**src/common/tpr_pkg.sv**
```systemverilog
// constants shared by the thread profiler ring-buffer engine
// assumes a 32-bit AXI4-Lite register bus and a 64-bit memory port
package tpr_pkg;

  localparam int NUM_EV = 4;

  // register byte addresses
  localparam logic [7:0] ADDR_CTRL     = 8'h00;
  localparam logic [7:0] ADDR_CAP      = 8'h04;
  localparam logic [7:0] ADDR_CB_BASE  = 8'h08;
  localparam logic [7:0] ADDR_BUF_BASE = 8'h0C;
  localparam logic [7:0] ADDR_BUF_SIZE = 8'h10;
  localparam logic [7:0] ADDR_THRESH   = 8'h14;
  localparam logic [7:0] ADDR_HEAD     = 8'h18;
  localparam logic [7:0] ADDR_MISS_LO  = 8'h1C;
  localparam logic [7:0] ADDR_MISS_HI  = 8'h20;
  localparam logic [7:0] ADDR_STATUS   = 8'h24;
  localparam logic [7:0] ADDR_INTV0    = 8'h28;
  localparam logic [7:0] ADDR_INTV_END = 8'h38;

  // control bits
  localparam int CTRL_EN   = 0;
  localparam int CTRL_CONT = 1;
  localparam int CTRL_TS   = 2;
  localparam int CTRL_IRQ  = 3;
  localparam int CTRL_RAND = 4;
  // status bits
  localparam int STAT_IRQ  = 0;
  localparam int STAT_BUSY = 1;
  localparam int STAT_RUN  = 2;
  // capability bits
  localparam int CAP_WRAP  = 0;

  // control block layout in memory
  localparam logic [31:0] CB_HEAD_OFS = 32'h0000_0000;
  localparam logic [31:0] CB_TAIL_OFS = 32'h0000_0008;
  localparam logic [31:0] CB_MISS_OFS = 32'h0000_0010;

  // record layout: 32 bytes as four 64-bit beats
  localparam int          REC_SHIFT = 5;
  localparam int          BEAT_SHIFT = 3;
  localparam logic [1:0]  LAST_BEAT = 2'h3;

  // reset values and limits
  localparam logic [31:0] CTRL_RESET     = 32'h0000_0000;
  localparam logic [31:0] BASE_RESET     = 32'h0000_0000;
  localparam logic [15:0] BUF_SIZE_RESET = 16'h0100;
  localparam logic [15:0] THRESH_RESET   = 16'h00C0;
  localparam logic [31:0] INTV_RESET     = 32'h0001_0000;
  localparam logic [31:0] RELOAD_MIN     = 32'h0000_0040;
  localparam int          RAND_BITS      = 4;
  localparam logic [15:0] LFSR_SEED      = 16'hACE1;
  localparam logic        WRAP_SUPPORTED = 1'b1;

  // counter 0 counts the value-sample instruction
  localparam int VALUE_EV = 0;
  localparam logic [NUM_EV-1:0][7:0] EV_ID = {8'h04, 8'h03, 8'h02, 8'h01};

  localparam logic [1:0] USER_PRIV   = 2'h3;
  localparam logic [1:0] RESP_OKAY   = 2'h0;
  localparam logic [1:0] RESP_SLVERR = 2'h2;

endpackage

```
**src/verilog/tpr_thread_profiler.sv**
```systemverilog
// per-thread profiling engine: event counters, record store to a
// memory ring buffer, missed-record count, threshold interrupt.
// assumes: one clock, retire inputs synchronous, memory port that
// holds memReady high for one cycle per accepted request.
`timescale 1ns/1ps

// Operation
// - sync mode: full buffer keeps head, bumps missed count
// - wrap mode: full buffer still stored, head advances, missed bumped
// - sync mode resumes storing once the tail moves on
// - each qualifying retired instruction decrements every counter it hits
// - negative counter gathers a record, timestamp if enabled, keeps counting
// - several negative counters: pick one, others wait and retry later
// - discarded occurrence: next instruction causing that event is taken
// - complete record written at head, then head advances
// - full when next head equals tail; 64-bit missed count incremented
// - only one record stored at a time, others retried later
// - store, report and reload may lag retirement, data stay exact
// - occupancy above threshold with interrupts enabled raises interrupt
// - after store or miss, reload counter from interval, optional random
// - overrun below -1 is subtracted from the reload value
// - intervals except value sample clamped to a minimum, readable back
// - tail never written, application region never overwritten in sync
// - suspected full or threshold rereads tail from memory first
// - capability register reports wrap mode support
// - count only user-level retires, not entries to it, not in mgmt state
module tpr_thread_profiler #(
  parameter logic [7:0] CORE_ID = 8'h00  // arbitrary value
) (
  input  wire logic                      ref_clk,          // core clock
  input  wire logic                      rst,              // async reset
  input  wire logic [7:0]                awaddr,           // axi write addr
  input  wire logic                      awvalid,          // axi
  output logic                           awready,          // axi
  input  wire logic [31:0]               wdata,            // axi
  input  wire logic [3:0]                wstrb,            // axi
  input  wire logic                      wvalid,           // axi
  output logic                           wready,           // axi
  output logic [1:0]                     bresp,            // axi
  output logic                           bvalid,           // axi
  input  wire logic                      bready,           // axi
  input  wire logic [7:0]                araddr,           // axi read addr
  input  wire logic                      arvalid,          // axi
  output logic                           arready,          // axi
  output logic [31:0]                    rdata,            // axi
  output logic [1:0]                     rresp,            // axi
  output logic                           rvalid,           // axi
  input  wire logic                      rready,           // axi
  input  wire logic                      retireValid,      // insn retires
  input  wire logic [tpr_pkg::NUM_EV-1:0] retireEvents,    // events caused
  input  wire logic [63:0]               retireAddr,       // insn address
  input  wire logic [63:0]               retireData,       // sample operand
  input  wire logic [1:0]                currentPrivilegeLevel, // priv
  input  wire logic                      retireFromLower,  // enters user
  input  wire logic                      systemManagementState, // mgmt
  input  wire logic [63:0]               perfTimestampCounter, // timestamp
  input  wire logic                      recDiscard,       // drop pending
  output logic                           memValid,         // mem request
  output logic                           memWrite,         // 1 write
  output logic [31:0]                    memAddr,          // byte address
  output logic [63:0]                    memWdata,         // write data
  input  wire logic                      memReady,         // accepted
  input  wire logic [63:0]               memRdata,         // read data
  output logic                           thresholdIrq      // level irq
);

  typedef enum {
    S_IDLE, S_CHECK, S_TAIL, S_REC, S_HEAD, S_MISS, S_RELOAD, S_RPT
  } tpr_state_e;

  tpr_state_e         state;
  logic [31:0]        ctrlReg;
  logic [31:0]        cbBase;
  logic [31:0]        bufBase;
  logic [15:0]        bufSize;
  logic [15:0]        thresh;
  logic [31:0]        intv [tpr_pkg::NUM_EV];
  logic signed [31:0] cnt [tpr_pkg::NUM_EV];
  logic               startPulse;
  logic               irqClr;
  logic               contMode;
  logic               tsMode;
  logic [15:0]        head;
  logic [15:0]        tailCache;
  logic               tailFresh;
  logic [63:0]        missed;
  logic [1:0]         selIdx;
  logic [63:0]        recAddr;
  logic [63:0]        recData;
  logic [63:0]        recTs;
  logic               doMiss;
  logic               rptCheck;
  logic [1:0]         beat;
  logic [15:0]        lfsr;
  logic               awGot;
  logic               wGot;
  logic [7:0]         awAddrQ;
  logic [31:0]        wDataQ;
  logic [3:0]         wStrbQ;

  logic               running;
  logic               elig;
  logic               pickHit;
  logic [1:0]         pickIdx;
  logic [15:0]        nextHead;
  logic               bufFull;
  logic [15:0]        occupancy;
  logic               reloadEn;
  logic signed [31:0] reloadVal;
  logic [31:0]        readVal;

  ////////////////////////////////////////////////////////////////////////
  // helpers

  function automatic logic isMapped(input logic [7:0] a);
    isMapped = (a[1:0] == 2'h0) && (a < tpr_pkg::ADDR_INTV_END);
  endfunction

  function automatic logic [31:0] merge(input logic [31:0] old,
                                        input logic [31:0] nw,
                                        input logic [3:0]  s);
    for (int b = 0; b < 4; b++) begin
      old[b*8 +: 8] = s[b] ? nw[b*8 +: 8] : old[b*8 +: 8];
    end
    merge = old;
  endfunction

  assign running  = ctrlReg[tpr_pkg::CTRL_EN];
  assign elig     = retireValid && running
                    && (currentPrivilegeLevel == tpr_pkg::USER_PRIV)
                    && !retireFromLower && !systemManagementState;
  assign nextHead = (head == bufSize - 16'h1) ? 16'h0 : head + 16'h1;
  assign bufFull  = (nextHead == tailCache);
  assign occupancy = (head >= tailCache) ? head - tailCache
                                         : head + bufSize - tailCache;
  assign reloadEn = (state == S_RELOAD);

  // lowest counter that goes negative with this instruction
  always_comb begin
    pickHit = 1'b0;
    pickIdx = 2'h0;
    for (int i = tpr_pkg::NUM_EV - 1; i >= 0; i--) begin
      if (elig && retireEvents[i] && cnt[i] <= 32'sd0) begin
        pickHit = 1'b1;
        pickIdx = 2'(i);
      end
    end
  end

  // reload from interval less any overrun past -1
  always_comb begin
    logic signed [31:0] nc;
    logic [31:0]        base;
    nc   = cnt[selIdx] - ((elig && retireEvents[selIdx]) ? 32'sd1 : 32'sd0);
    base = intv[selIdx];
    if (ctrlReg[tpr_pkg::CTRL_RAND]) begin
      base[tpr_pkg::RAND_BITS-1:0] = base[tpr_pkg::RAND_BITS-1:0]
                                     ^ lfsr[tpr_pkg::RAND_BITS-1:0];
    end
    reloadVal = $signed(base);
    if (nc < -32'sd1) begin
      reloadVal = $signed(base) - (-32'sd1 - nc);
    end
  end

  ////////////////////////////////////////////////////////////////////////
  // event counters

  for (genvar g = 0; g < tpr_pkg::NUM_EV; g++) begin : g_cnt
    always_ff @(posedge ref_clk or posedge rst) begin
      if (rst) begin
        cnt[g] <= $signed(tpr_pkg::INTV_RESET);
      end else if (startPulse) begin
        cnt[g] <= $signed(intv[g]);
      end else if (reloadEn && selIdx == 2'(g)) begin
        cnt[g] <= reloadVal;
      end else if (elig && retireEvents[g]) begin
        cnt[g] <= cnt[g] - 32'sd1;
      end
    end
  end

  always_ff @(posedge ref_clk or posedge rst) begin
    if (rst) begin
      lfsr <= tpr_pkg::LFSR_SEED;
    end else begin
      lfsr <= {lfsr[14:0], lfsr[15] ^ lfsr[13] ^ lfsr[12] ^ lfsr[10]};
    end
  end

  ////////////////////////////////////////////////////////////////////////
  // gather, store, report sequencer and memory port

  always_ff @(posedge ref_clk or posedge rst) begin
    if (rst) begin
      state        <= S_IDLE;
      memValid     <= 1'b0;
      memWrite     <= 1'b0;
      memAddr      <= 32'h0;
      memWdata     <= 64'h0;
      contMode     <= 1'b0;
      tsMode       <= 1'b0;
      head         <= 16'h0;
      tailCache    <= 16'h0;
      tailFresh    <= 1'b0;
      missed       <= 64'h0;
      selIdx       <= 2'h0;
      recAddr      <= 64'h0;
      recData      <= 64'h0;
      recTs        <= 64'h0;
      doMiss       <= 1'b0;
      rptCheck     <= 1'b0;
      beat         <= 2'h0;
      thresholdIrq <= 1'b0;
    end else begin
      if (irqClr) begin
        thresholdIrq <= 1'b0;
      end
      unique case (state)
        S_IDLE: begin
          tailFresh <= 1'b0;
          if (startPulse) begin
            contMode  <= ctrlReg[tpr_pkg::CTRL_CONT];
            tsMode    <= ctrlReg[tpr_pkg::CTRL_TS];
            head      <= 16'h0;
            tailCache <= 16'h0;
            missed    <= 64'h0;
          end else if (pickHit) begin
            selIdx  <= pickIdx;
            recAddr <= retireAddr;
            recData <= (pickIdx == 2'(tpr_pkg::VALUE_EV)) ? retireData
                                                          : 64'h0;
            recTs   <= tsMode ? perfTimestampCounter : 64'h0;
            state   <= S_CHECK;
          end
        end
        S_CHECK: begin
          doMiss <= 1'b0;
          beat   <= 2'h0;
          if (recDiscard) begin
            state <= S_IDLE;
          end else if (bufFull && !tailFresh) begin
            rptCheck <= 1'b0;
            state    <= S_TAIL;
          end else if (bufFull && !contMode) begin
            missed <= missed + 64'h1;
            doMiss <= 1'b1;
            state  <= S_MISS;
          end else if (bufFull) begin
            missed <= missed + 64'h1;
            doMiss <= 1'b1;
            state  <= S_REC;
          end else begin
            state <= S_REC;
          end
        end
        S_TAIL: begin
          if (!memValid) begin
            memValid <= 1'b1;
            memWrite <= 1'b0;
            memAddr  <= cbBase + tpr_pkg::CB_TAIL_OFS;
          end else if (memReady) begin
            memValid  <= 1'b0;
            tailCache <= memRdata[15:0];
            tailFresh <= 1'b1;
            state     <= rptCheck ? S_RPT : S_CHECK;
          end
        end
        S_REC: begin
          if (!memValid) begin
            memValid <= 1'b1;
            memWrite <= 1'b1;
            memAddr  <= bufBase + {11'h0, head, 5'h0}
                        + {27'h0, beat, 3'h0};
            unique case (beat)
              2'h0: memWdata <= {32'h0, 16'h0, CORE_ID,
                                 tpr_pkg::EV_ID[selIdx]};
              2'h1: memWdata <= recAddr;
              2'h2: memWdata <= recData;
              2'h3: memWdata <= recTs;
            endcase
          end else if (memReady) begin
            memValid <= 1'b0;
            beat     <= beat + 2'h1;
            if (beat == tpr_pkg::LAST_BEAT) begin
              head  <= nextHead;
              state <= S_HEAD;
            end
          end
        end
        S_HEAD: begin
          if (!memValid) begin
            memValid <= 1'b1;
            memWrite <= 1'b1;
            memAddr  <= cbBase + tpr_pkg::CB_HEAD_OFS;
            memWdata <= {48'h0, head};
          end else if (memReady) begin
            memValid <= 1'b0;
            state    <= doMiss ? S_MISS : S_RELOAD;
          end
        end
        S_MISS: begin
          if (!memValid) begin
            memValid <= 1'b1;
            memWrite <= 1'b1;
            memAddr  <= cbBase + tpr_pkg::CB_MISS_OFS;
            memWdata <= missed;
          end else if (memReady) begin
            memValid <= 1'b0;
            state    <= S_RELOAD;
          end
        end
        S_RELOAD: begin
          state <= S_RPT;
        end
        S_RPT: begin
          if (ctrlReg[tpr_pkg::CTRL_IRQ] && occupancy > thresh) begin
            if (!tailFresh) begin
              rptCheck <= 1'b1;
              state    <= S_TAIL;
            end else begin
              thresholdIrq <= 1'b1;
              state        <= S_IDLE;
            end
          end else begin
            state <= S_IDLE;
          end
        end
      endcase
    end
  end

  ////////////////////////////////////////////////////////////////////////
  // register write channel

  always_ff @(posedge ref_clk or posedge rst) begin
    if (rst) begin
      awready    <= 1'b1;
      wready     <= 1'b1;
      awGot      <= 1'b0;
      wGot       <= 1'b0;
      awAddrQ    <= 8'h0;
      wDataQ     <= 32'h0;
      wStrbQ     <= 4'h0;
      bvalid     <= 1'b0;
      bresp      <= tpr_pkg::RESP_OKAY;
      ctrlReg    <= tpr_pkg::CTRL_RESET;
      cbBase     <= tpr_pkg::BASE_RESET;
      bufBase    <= tpr_pkg::BASE_RESET;
      bufSize    <= tpr_pkg::BUF_SIZE_RESET;
      thresh     <= tpr_pkg::THRESH_RESET;
      startPulse <= 1'b0;
      irqClr     <= 1'b0;
      for (int i = 0; i < tpr_pkg::NUM_EV; i++) begin
        intv[i] <= tpr_pkg::INTV_RESET;
      end
    end else begin
      startPulse <= 1'b0;
      irqClr     <= 1'b0;
      if (awvalid && awready) begin
        awGot   <= 1'b1;
        awready <= 1'b0;
        awAddrQ <= awaddr;
      end
      if (wvalid && wready) begin
        wGot   <= 1'b1;
        wready <= 1'b0;
        wDataQ <= wdata;
        wStrbQ <= wstrb;
      end
      if (awGot && wGot && !bvalid) begin
        bvalid <= 1'b1;
        bresp  <= isMapped(awAddrQ) ? tpr_pkg::RESP_OKAY
                                    : tpr_pkg::RESP_SLVERR;
        unique case (awAddrQ)
          tpr_pkg::ADDR_CTRL: begin
            ctrlReg <= merge(ctrlReg, wDataQ, wStrbQ);
            startPulse <= (wStrbQ[0] ? wDataQ[tpr_pkg::CTRL_EN]
                                     : ctrlReg[tpr_pkg::CTRL_EN])
                          && !ctrlReg[tpr_pkg::CTRL_EN];
          end
          tpr_pkg::ADDR_CB_BASE:  cbBase  <= merge(cbBase, wDataQ, wStrbQ);
          tpr_pkg::ADDR_BUF_BASE: bufBase <= merge(bufBase, wDataQ, wStrbQ);
          tpr_pkg::ADDR_BUF_SIZE:
            bufSize <= 16'(merge({16'h0, bufSize}, wDataQ, wStrbQ));
          tpr_pkg::ADDR_THRESH:
            thresh <= 16'(merge({16'h0, thresh}, wDataQ, wStrbQ));
          tpr_pkg::ADDR_STATUS:
            irqClr <= wStrbQ[0] && wDataQ[tpr_pkg::STAT_IRQ];
          default: begin
            for (int i = 0; i < tpr_pkg::NUM_EV; i++) begin
              if (awAddrQ == tpr_pkg::ADDR_INTV0 + 8'(i * 4)) begin
                if (i != tpr_pkg::VALUE_EV
                    && merge(intv[i], wDataQ, wStrbQ) < tpr_pkg::RELOAD_MIN)
                begin
                  intv[i] <= tpr_pkg::RELOAD_MIN;
                end else begin
                  intv[i] <= merge(intv[i], wDataQ, wStrbQ);
                end
              end
            end
          end
        endcase
      end
      if (bvalid && bready) begin
        bvalid  <= 1'b0;
        awGot   <= 1'b0;
        wGot    <= 1'b0;
        awready <= 1'b1;
        wready  <= 1'b1;
      end
    end
  end

  ////////////////////////////////////////////////////////////////////////
  // register read channel

  always_comb begin
    readVal = 32'h0;
    unique case (araddr)
      tpr_pkg::ADDR_CTRL:     readVal = ctrlReg;
      tpr_pkg::ADDR_CAP:      readVal[tpr_pkg::CAP_WRAP] =
                                tpr_pkg::WRAP_SUPPORTED;
      tpr_pkg::ADDR_CB_BASE:  readVal = cbBase;
      tpr_pkg::ADDR_BUF_BASE: readVal = bufBase;
      tpr_pkg::ADDR_BUF_SIZE: readVal = {16'h0, bufSize};
      tpr_pkg::ADDR_THRESH:   readVal = {16'h0, thresh};
      tpr_pkg::ADDR_HEAD:     readVal = {16'h0, head};
      tpr_pkg::ADDR_MISS_LO:  readVal = missed[31:0];
      tpr_pkg::ADDR_MISS_HI:  readVal = missed[63:32];
      tpr_pkg::ADDR_STATUS: begin
        readVal[tpr_pkg::STAT_IRQ]  = thresholdIrq;
        readVal[tpr_pkg::STAT_BUSY] = (state != S_IDLE);
        readVal[tpr_pkg::STAT_RUN]  = running;
      end
      default: begin
        for (int i = 0; i < tpr_pkg::NUM_EV; i++) begin
          if (araddr == tpr_pkg::ADDR_INTV0 + 8'(i * 4)) begin
            readVal = intv[i];
          end
        end
      end
    endcase
  end

  always_ff @(posedge ref_clk or posedge rst) begin
    if (rst) begin
      arready <= 1'b1;
      rvalid  <= 1'b0;
      rdata   <= 32'h0;
      rresp   <= tpr_pkg::RESP_OKAY;
    end else begin
      if (arvalid && arready) begin
        arready <= 1'b0;
        rvalid  <= 1'b1;
        rdata   <= readVal;
        rresp   <= isMapped(araddr) ? tpr_pkg::RESP_OKAY
                                    : tpr_pkg::RESP_SLVERR;
      end else if (rvalid && rready) begin
        rvalid  <= 1'b0;
        arready <= 1'b1;
      end
    end
  end

endmodule
```
**config.mk**
```make
export PLATFORM = sky130hd
export DESIGN_NAME = tpr_thread_profiler
export DESIGN_NICKNAME = d
export VERILOG_FILES = /design/src/common/tpr_pkg.sv /design/src/verilog/tpr_thread_profiler.sv
export SDC_FILE = /design/constraint.sdc
export NUM_CORES = 2
export LEC_CHECK = 0
export ABC_AREA = 1
export BUFFER_PORTS_ARGS = -buffer_cell sky130_fd_sc_hd__buf_2
export CAP_MARGIN = 20
export CORE_UTILIZATION = 40
export CTS_BUF_LIST = sky130_fd_sc_hd__clkbuf_2
export DETAILED_ROUTE_END_ITERATION = 12
export HOLD_SLACK_MARGIN = 0.03
export PLACE_DENSITY = 0.54
export SYNTH_ARGS = -nofsm -noshare
export SYNTH_HDL_FRONTEND = slang
export SYNTH_SLANG_ARGS = --single-unit
```
**constraint.sdc**
```tcl
create_clock -name ref_clk -period 32.1 [get_ports ref_clk]
set_input_delay 1.605 -clock ref_clk [delete_from_list [all_inputs] [get_ports ref_clk]]
set_output_delay 1.605 -clock ref_clk [all_outputs]
set_load 0.01 [all_outputs]
```
* Yosys cells after proc, flatten, opt, wreduce, memory -nomap -nowiden
Cells that the tools add are included.
** Storage, ports and cells
- Flip-flop bits (word level) :: 917
- Memories :: 0
- Bits in latches :: 0
- Bits in read-only memories :: 0
- Logic and storage cells :: 411
- Output and inout bits :: 140
- Bits in writable memories :: 0
** Operators by class
- Bitwise gates (word level) :: 7
- Equal/unequal tests :: 62
- Multipliers :: 0
- $lt $le $gt $ge :: 14
- Multiplexer cells :: 147
- Reduce and logical (&&, ||, !) cells :: 101
- Div/mod/pow operators :: 0
- $add $sub $neg :: 18
- Shift operators :: 0
** Operator list (count)
- $mux 32 :: 40
- $mux 64 :: 10
- $pmux 29 s9 :: 1
- $pmux 32 s8 :: 1
- $pmux 64 s4 :: 1
- $pmux 64 s3 :: 1
- $bmux 32 s2 :: 2
- $eq 32x3->1 const B :: 4
- $le 32x1->1 const B :: 4
- $mux 16 :: 8
- $pmux 32 s4 :: 1
- $pmux 64 s2 :: 1
- $sub 32x2->32 const B :: 4
- $mux 8 :: 13
- $lt 32x7->1 const B :: 3
- $eq 8x6->1 const B :: 11
- $reduce_and 3->1 :: 23
- $add 64x1->64 const B :: 1
- $eq 32x2->1 const B :: 2
- $pmux 16 s2 :: 2
- $eq 8x5->1 const B :: 6
- $ne 2x2->1 const B :: 22
- $mux 1 :: 43
- $add 32x21->32 :: 1
- 55 further kinds :: 144

* Depth between registers and ports, before layout
- Depth after elaboration :: 13
- Mapped depth :: 35
- Mapped depth without buffers :: 32

* Least setup slack after synthesis
OpenSTA, ideal clock, no wires.
- Path kind :: in2reg
- Start point :: input retireFromLower
- End point :: register cnt[52] in the netlist's numbering
- Path buffers :: 0
- Path slack :: 27.007 ns
- Library setup time :: 0.121 ns
- Data arrival time :: 4.973 ns
- Stages :: 21
- Cells stage by stage :: nor4_1 inv_1 a21oi_1 ha_1 ha_1 inv_1 nor2_1 xor2_1 inv_1 ha_1 nand2_1 o21a_1 o21ai_0 a21boi_0 o21ai_0 a21oi_1 xnor2_1 nand2_1 nand2_1 o21ai_1 nand2_1
** On the way
- Cells in the longest elaborated chain, start to end :: 11
** Ends and longest elaborated chain
- start, declared :: line tpr_thread_profiler.sv:54 : input wire logic retireFromLower,
- $logic_not 1->1 (*) :: line tpr_thread_profiler.sv:131 : && !retireFromLower && !systemManagementState;
- $logic_and 1x1->1 (*) (2 in a row) :: line tpr_thread_profiler.sv:131
- $logic_and 1x1->1 :: line tpr_thread_profiler.sv:154 : nc = cnt[selIdx] - ((elig && retireEvents[selIdx]) ? 32'sd1 : 32'sd0);
- $mux 1 :: line tpr_thread_profiler.sv:154
- $sub 32x2->32 :: line tpr_thread_profiler.sv:154
- $sub 1x32->32 :: line tpr_thread_profiler.sv:162 : reloadVal = $signed(base) - (-32'sd1 - nc);
- $sub 32x32->32 :: line tpr_thread_profiler.sv:162
- $mux 32 :: line tpr_thread_profiler.sv:161 : if (nc < -32'sd1) begin
- $mux 32 :: line tpr_thread_profiler.sv:175 : end else if (reloadEn && selIdx == 2'(g)) begin
- $mux 32 :: line tpr_thread_profiler.sv:173 : end else if (startPulse) begin
- end signal, assigned by index :: line tpr_thread_profiler.sv:172 : cnt[g] <= $signed(tpr_pkg::INTV_RESET);
- end signal, assigned by index :: line tpr_thread_profiler.sv:174 : cnt[g] <= $signed(intv[g]);
- end signal, assigned by index :: line tpr_thread_profiler.sv:176 : cnt[g] <= reloadVal;
- end, declared :: line tpr_thread_profiler.sv:78 : logic signed [31:0] cnt [tpr_pkg::NUM_EV];
Every way passes the cells marked *; elsewhere a longest branch is shown, timed or not.
A chain may end at the register's enable or synchronous reset.

* Final worst setup path
- Start point :: register ctrlReg[0]
- End point :: register cnt[62] in the netlist's numbering
** On the way
- Cells in the longest elaborated chain, start to end :: 12
** Ends and longest elaborated chain
- start, declared :: line tpr_thread_profiler.sv:72 : logic [31:0] ctrlReg;
- start signal, assigned :: line tpr_thread_profiler.sv:347 : ctrlReg <= tpr_pkg::CTRL_RESET;
- start signal, assigned :: line tpr_thread_profiler.sv:377 : ctrlReg <= merge(ctrlReg, wDataQ, wStrbQ);
- $logic_and 1x1->1 (*) :: line tpr_thread_profiler.sv:129 : assign elig = retireValid && running
- $logic_and 1x1->1 (*) :: line tpr_thread_profiler.sv:130 : && (currentPrivilegeLevel == tpr_pkg::USER_PRIV)
- $logic_and 1x1->1 (*) (2 in a row) :: line tpr_thread_profiler.sv:131
- $logic_and 1x1->1 :: line tpr_thread_profiler.sv:154
- $mux 1 :: line tpr_thread_profiler.sv:154
- $sub 32x2->32 :: line tpr_thread_profiler.sv:154
- $sub 1x32->32 :: line tpr_thread_profiler.sv:162
- $sub 32x32->32 :: line tpr_thread_profiler.sv:162
- $mux 32 :: line tpr_thread_profiler.sv:161
- $mux 32 :: line tpr_thread_profiler.sv:175
- $mux 32 :: line tpr_thread_profiler.sv:173
Marks and branches as above.

==> flow_summary_export.csv <==
group,metric,value,unit
status,status,"complete, no violations",
clock_network,cts_resized,0,
global_routing,antenna_found_initial,16,
pwr,p_leak,0.03092,µW
die,die_x,377.2,µm
die,pin_count,466,
detailed_routing,first_pass_iters,6,
global_routing,grt-ovfl-total,0,
cells_and_area,final_cell_mix,"2,462 x nand2_1, 860 x dfrtp_1, 821 x inv_1, 676 x nor2_1, 649 x o21ai_0",
sta,fmaxAchievable,153.2,MHz
clock_network,post_cts_buffers,0,
synthesis,synthArstFlopShare,100.0,%
clock_network,clkSinkCount,886,
detailed_routing,drcViolationCount,0,
pwr,switchingPower,2698,µW
clock_network,worst_skew_pair.late_latency,1720,ps
pwr,ir_drop,0.07500,mV
run,cap_violations,0,
cells_and_area,nets,9017,
cells_and_area,layout-drive-gt1-share,11.50,%
die,rows,137,
sta,layout_min_cycle_time,6528,ps
worst_setup_path,cp.required,33630,ps
pwr,p_int,2486,µW
worst_setup_path,critPathKind,"register to register",
clock_network,cts_hold_buf,107,
sta,worst_pin_slew,1140,ps
sta,fin_setup_tns,0,ps
detailed_routing,vias,60130,
synthesis,synth-main-ff-cell,"dfrtp_1",
die,chipHeight,377.2,µm
synthesis,ys_top_cells_by_area,"dfrtp_1 38%, nand2_1 16%, o21ai_0 5.8%, inv_1 5.5%, nor2_1 4.6%",
sta,setup_ws,25570,ps
die,dieArea,142200,µm²
sta,grt_setup_unrepaired,"false",
global_routing,grt_start_max_net_pins,156,
pwr,pwr-share-clk,17.2,%
synthesis,synth_area,56300,µm²
clock_network,clockBufferDepth,4,
synthesis,ys_ff_latch,886,
worst_setup_path,critPathLaunchType,"register",
detailed_routing,drt_wl_total,262800,µm
sta,fin_skew,171.1,ps
worst_hold_path,hold_path.class,"input pin to asynchronous set/reset pin",
sta,final_max_slew_viol_count,0,
sta,final-setup-viol-count,0,
pwr,seq_power_share,30.4,%
synthesis,ys.warnings.count,0,
sta,slew-limit-headroom,23.93,%
sta,hold_viol_final,0,
synthesis,ys_types,67,
synthesis,syn_inst,8035,
placed_design,port_buffers,415,
worst_setup_path,worstPathArrival,8060,ps
placed_design,preCtsSetupSlack,24800,ps
global_routing,grt_pass1_wl,382000,µm
worst_setup_path,cp_max_fo,5,
clock_network,cts_tree,"yes",
cells_and_area,area_delta_synth_final,12.74,%
synthesis,yosysTopAreaCell,"dfrtp_1",
global_routing,grtUsageTotal,36.48,%
detailed_routing,drt-initial-drc-count,6641,
die,start_util,40.35,%
placed_design,globalplace.congestion,0.9926,
die,core,139500,µm²
pwr,pwr-share-comb,52.4,%
synthesis,yosysTopAreaCellShare,38.41,%
global_routing,grt_pass1_vias,57210,
pwr,p_per_area,81.67,nW/µm²
clock_network,path_clk_slew,120,ps
cells_and_area,final_common_cell,"nand2_1",
pwr,p_sw_share,52.04,%
synthesis,seq_area_frac_synth,39.43,%
detailed_routing,detail_route.wl_per_cell,24.76,µm
clock_network,cts_max_level,5,
clock_network,cts_made_buffers,275,
synthesis,synth_edf_count,0,
detailed_routing,ant_nets,0,
clock_network,cts-root-buf,"clkbuf_2",
sta,post-route-period-util,20.34,%
placed_design,dp_hpwl,199400,µm
detailed_routing,via_per_inst,5.666,
worst_setup_path,critPathCaptureType,"register",
synthesis,avgSynthCellArea,7.006,µm²
## final timing paths
check | from | endpoint | slack [ps] | cells past startpoint
setup / recovery | ctrlReg[0] | cnt[62] | 25570 | 26
hold / removal | rst | bufSize[13] | 160 | 2
setup reg to reg | ctrlReg[0] | cnt[62] | 25570 | 26
hold reg to reg | lfsr[14] | lfsr[15] | 360 | 0
max in group asynchronous | rst | memWdata[31] | 29580 | 4
min in group ref_clk | retireAddr[21] | recAddr[21] | 190 | 3
## registers in the layout, indices dropped and copies added, names as in the netlist, 32 cells and up
signal and count:
bufBase 32, wDataQ 32, intv 128, missed 64
ctrlReg 32, memAddr 32, memWdata 64, rdata 32
recTs 64, cbBase 32, recData 64, cnt 128
recAddr 64
## metal layers
layer | up-vias | global-route usage (%) | wire length, µm
met3 | 557 | 8.624 | 25400
met2 | 2884 | 54.75 | 113300
met1 | 29000 | 49.58 | 111400
met5 | - | 0 | 25
met4 | 4 | 16.54 | 12650
li1 | 27690 | - | -
## logic make-up (layout without fill, tap and decap cells)
logic type      count (synthesis)  count (layout)  synth area share [%]
simple gates                 3846            3846                 27.65
compound gates               1735            1735                 17.82
buf+inv                      1206            1902                 8.328
flops                         886             886                 39.43
xor+xnor                      221             221                 3.438
fa+ha+maj                     133             133                 3.196
mux                             7               7                0.1289
other cells                     1               8              0.006661
## power groups by stage
stage / logic [µW] / registers [µW] / clock network (µW)
after floorplan: 1820 / 1480 / 0
after global placement: 2610 / 1580 / 0
after detailed placement: 2630 / 1580 / 0
after CTS: 2660 / 1560 / 908
after global routing: 3010 / 1590 / 963
final: 2720 / 1580 / 891
## Yosys cell counts (all sizes together) (48+ instances only)
| library cell | number |
|---|---|
| xor2 | 158 |
| xnor2 | 63 |
| inv | 829 |
| o21bai | 48 |
| o21ai | 742 |
| clkbuf | 276 |
| buf | 85 |
| a21oi | 445 |
| a22oi | 48 |
| ha | 115 |
| nor3 | 85 |
| nor2 | 694 |
| o22ai | 152 |
| a221oi | 54 |
| nand3 | 456 |
| dfrtp | 864 |
| nand4 | 72 |
| nand2 | 2470 |
## final cells by class
class,count,area [µm²]
diodes,6,15.01
clock buffers,391,1957
clock inverters,60,312.8
fillers,15020,76060
inverters,845,3182
multi-input cells,5944,29540
flip-flops and latches,886,22210
well taps,1876,2347
repair buffers,606,3906
## metrics by stage
stage	hold slack [ps]	total power [µW]	std cells	area, µm²	utilization (%)
2_1_floorplan	331.2	3308	8036	56300	-
3_3_place_gp	337.7	4188	10050	60000	43.00
3_5_place_dp	336.7	4214	10050	60030	43.02
4_1_cts	31.23	5126	10610	63370	45.42
5_1_grt	57.61	5568	10610	63470	45.49
6_report	164.7	5184	10610	63470	45.49
## worst max-delay path, cell delays in order, from the launching register on
cell	delay, ps
dfrtp_1	630
nand2_1	120
nor4_2	220
buf_4	270
inv_1	110
a21oi_1	710
ha_1	350
ha_1	390
inv_1	70
nor2_1	340
nand2_1	240
nor2_1	170
xor2_1	230
inv_1	70
ha_1	390
nand2_1	150
nor4_1	520
nand3_1	140
nand3_1	280
nand3_1	120
o211ai_1	130
xor2_1	310
nand3b_1	190
nand3_1	110
nand2_1	90
nand2_1	50
nand2_1	60
No activity file was read; power rests on OpenSTA's default activity.
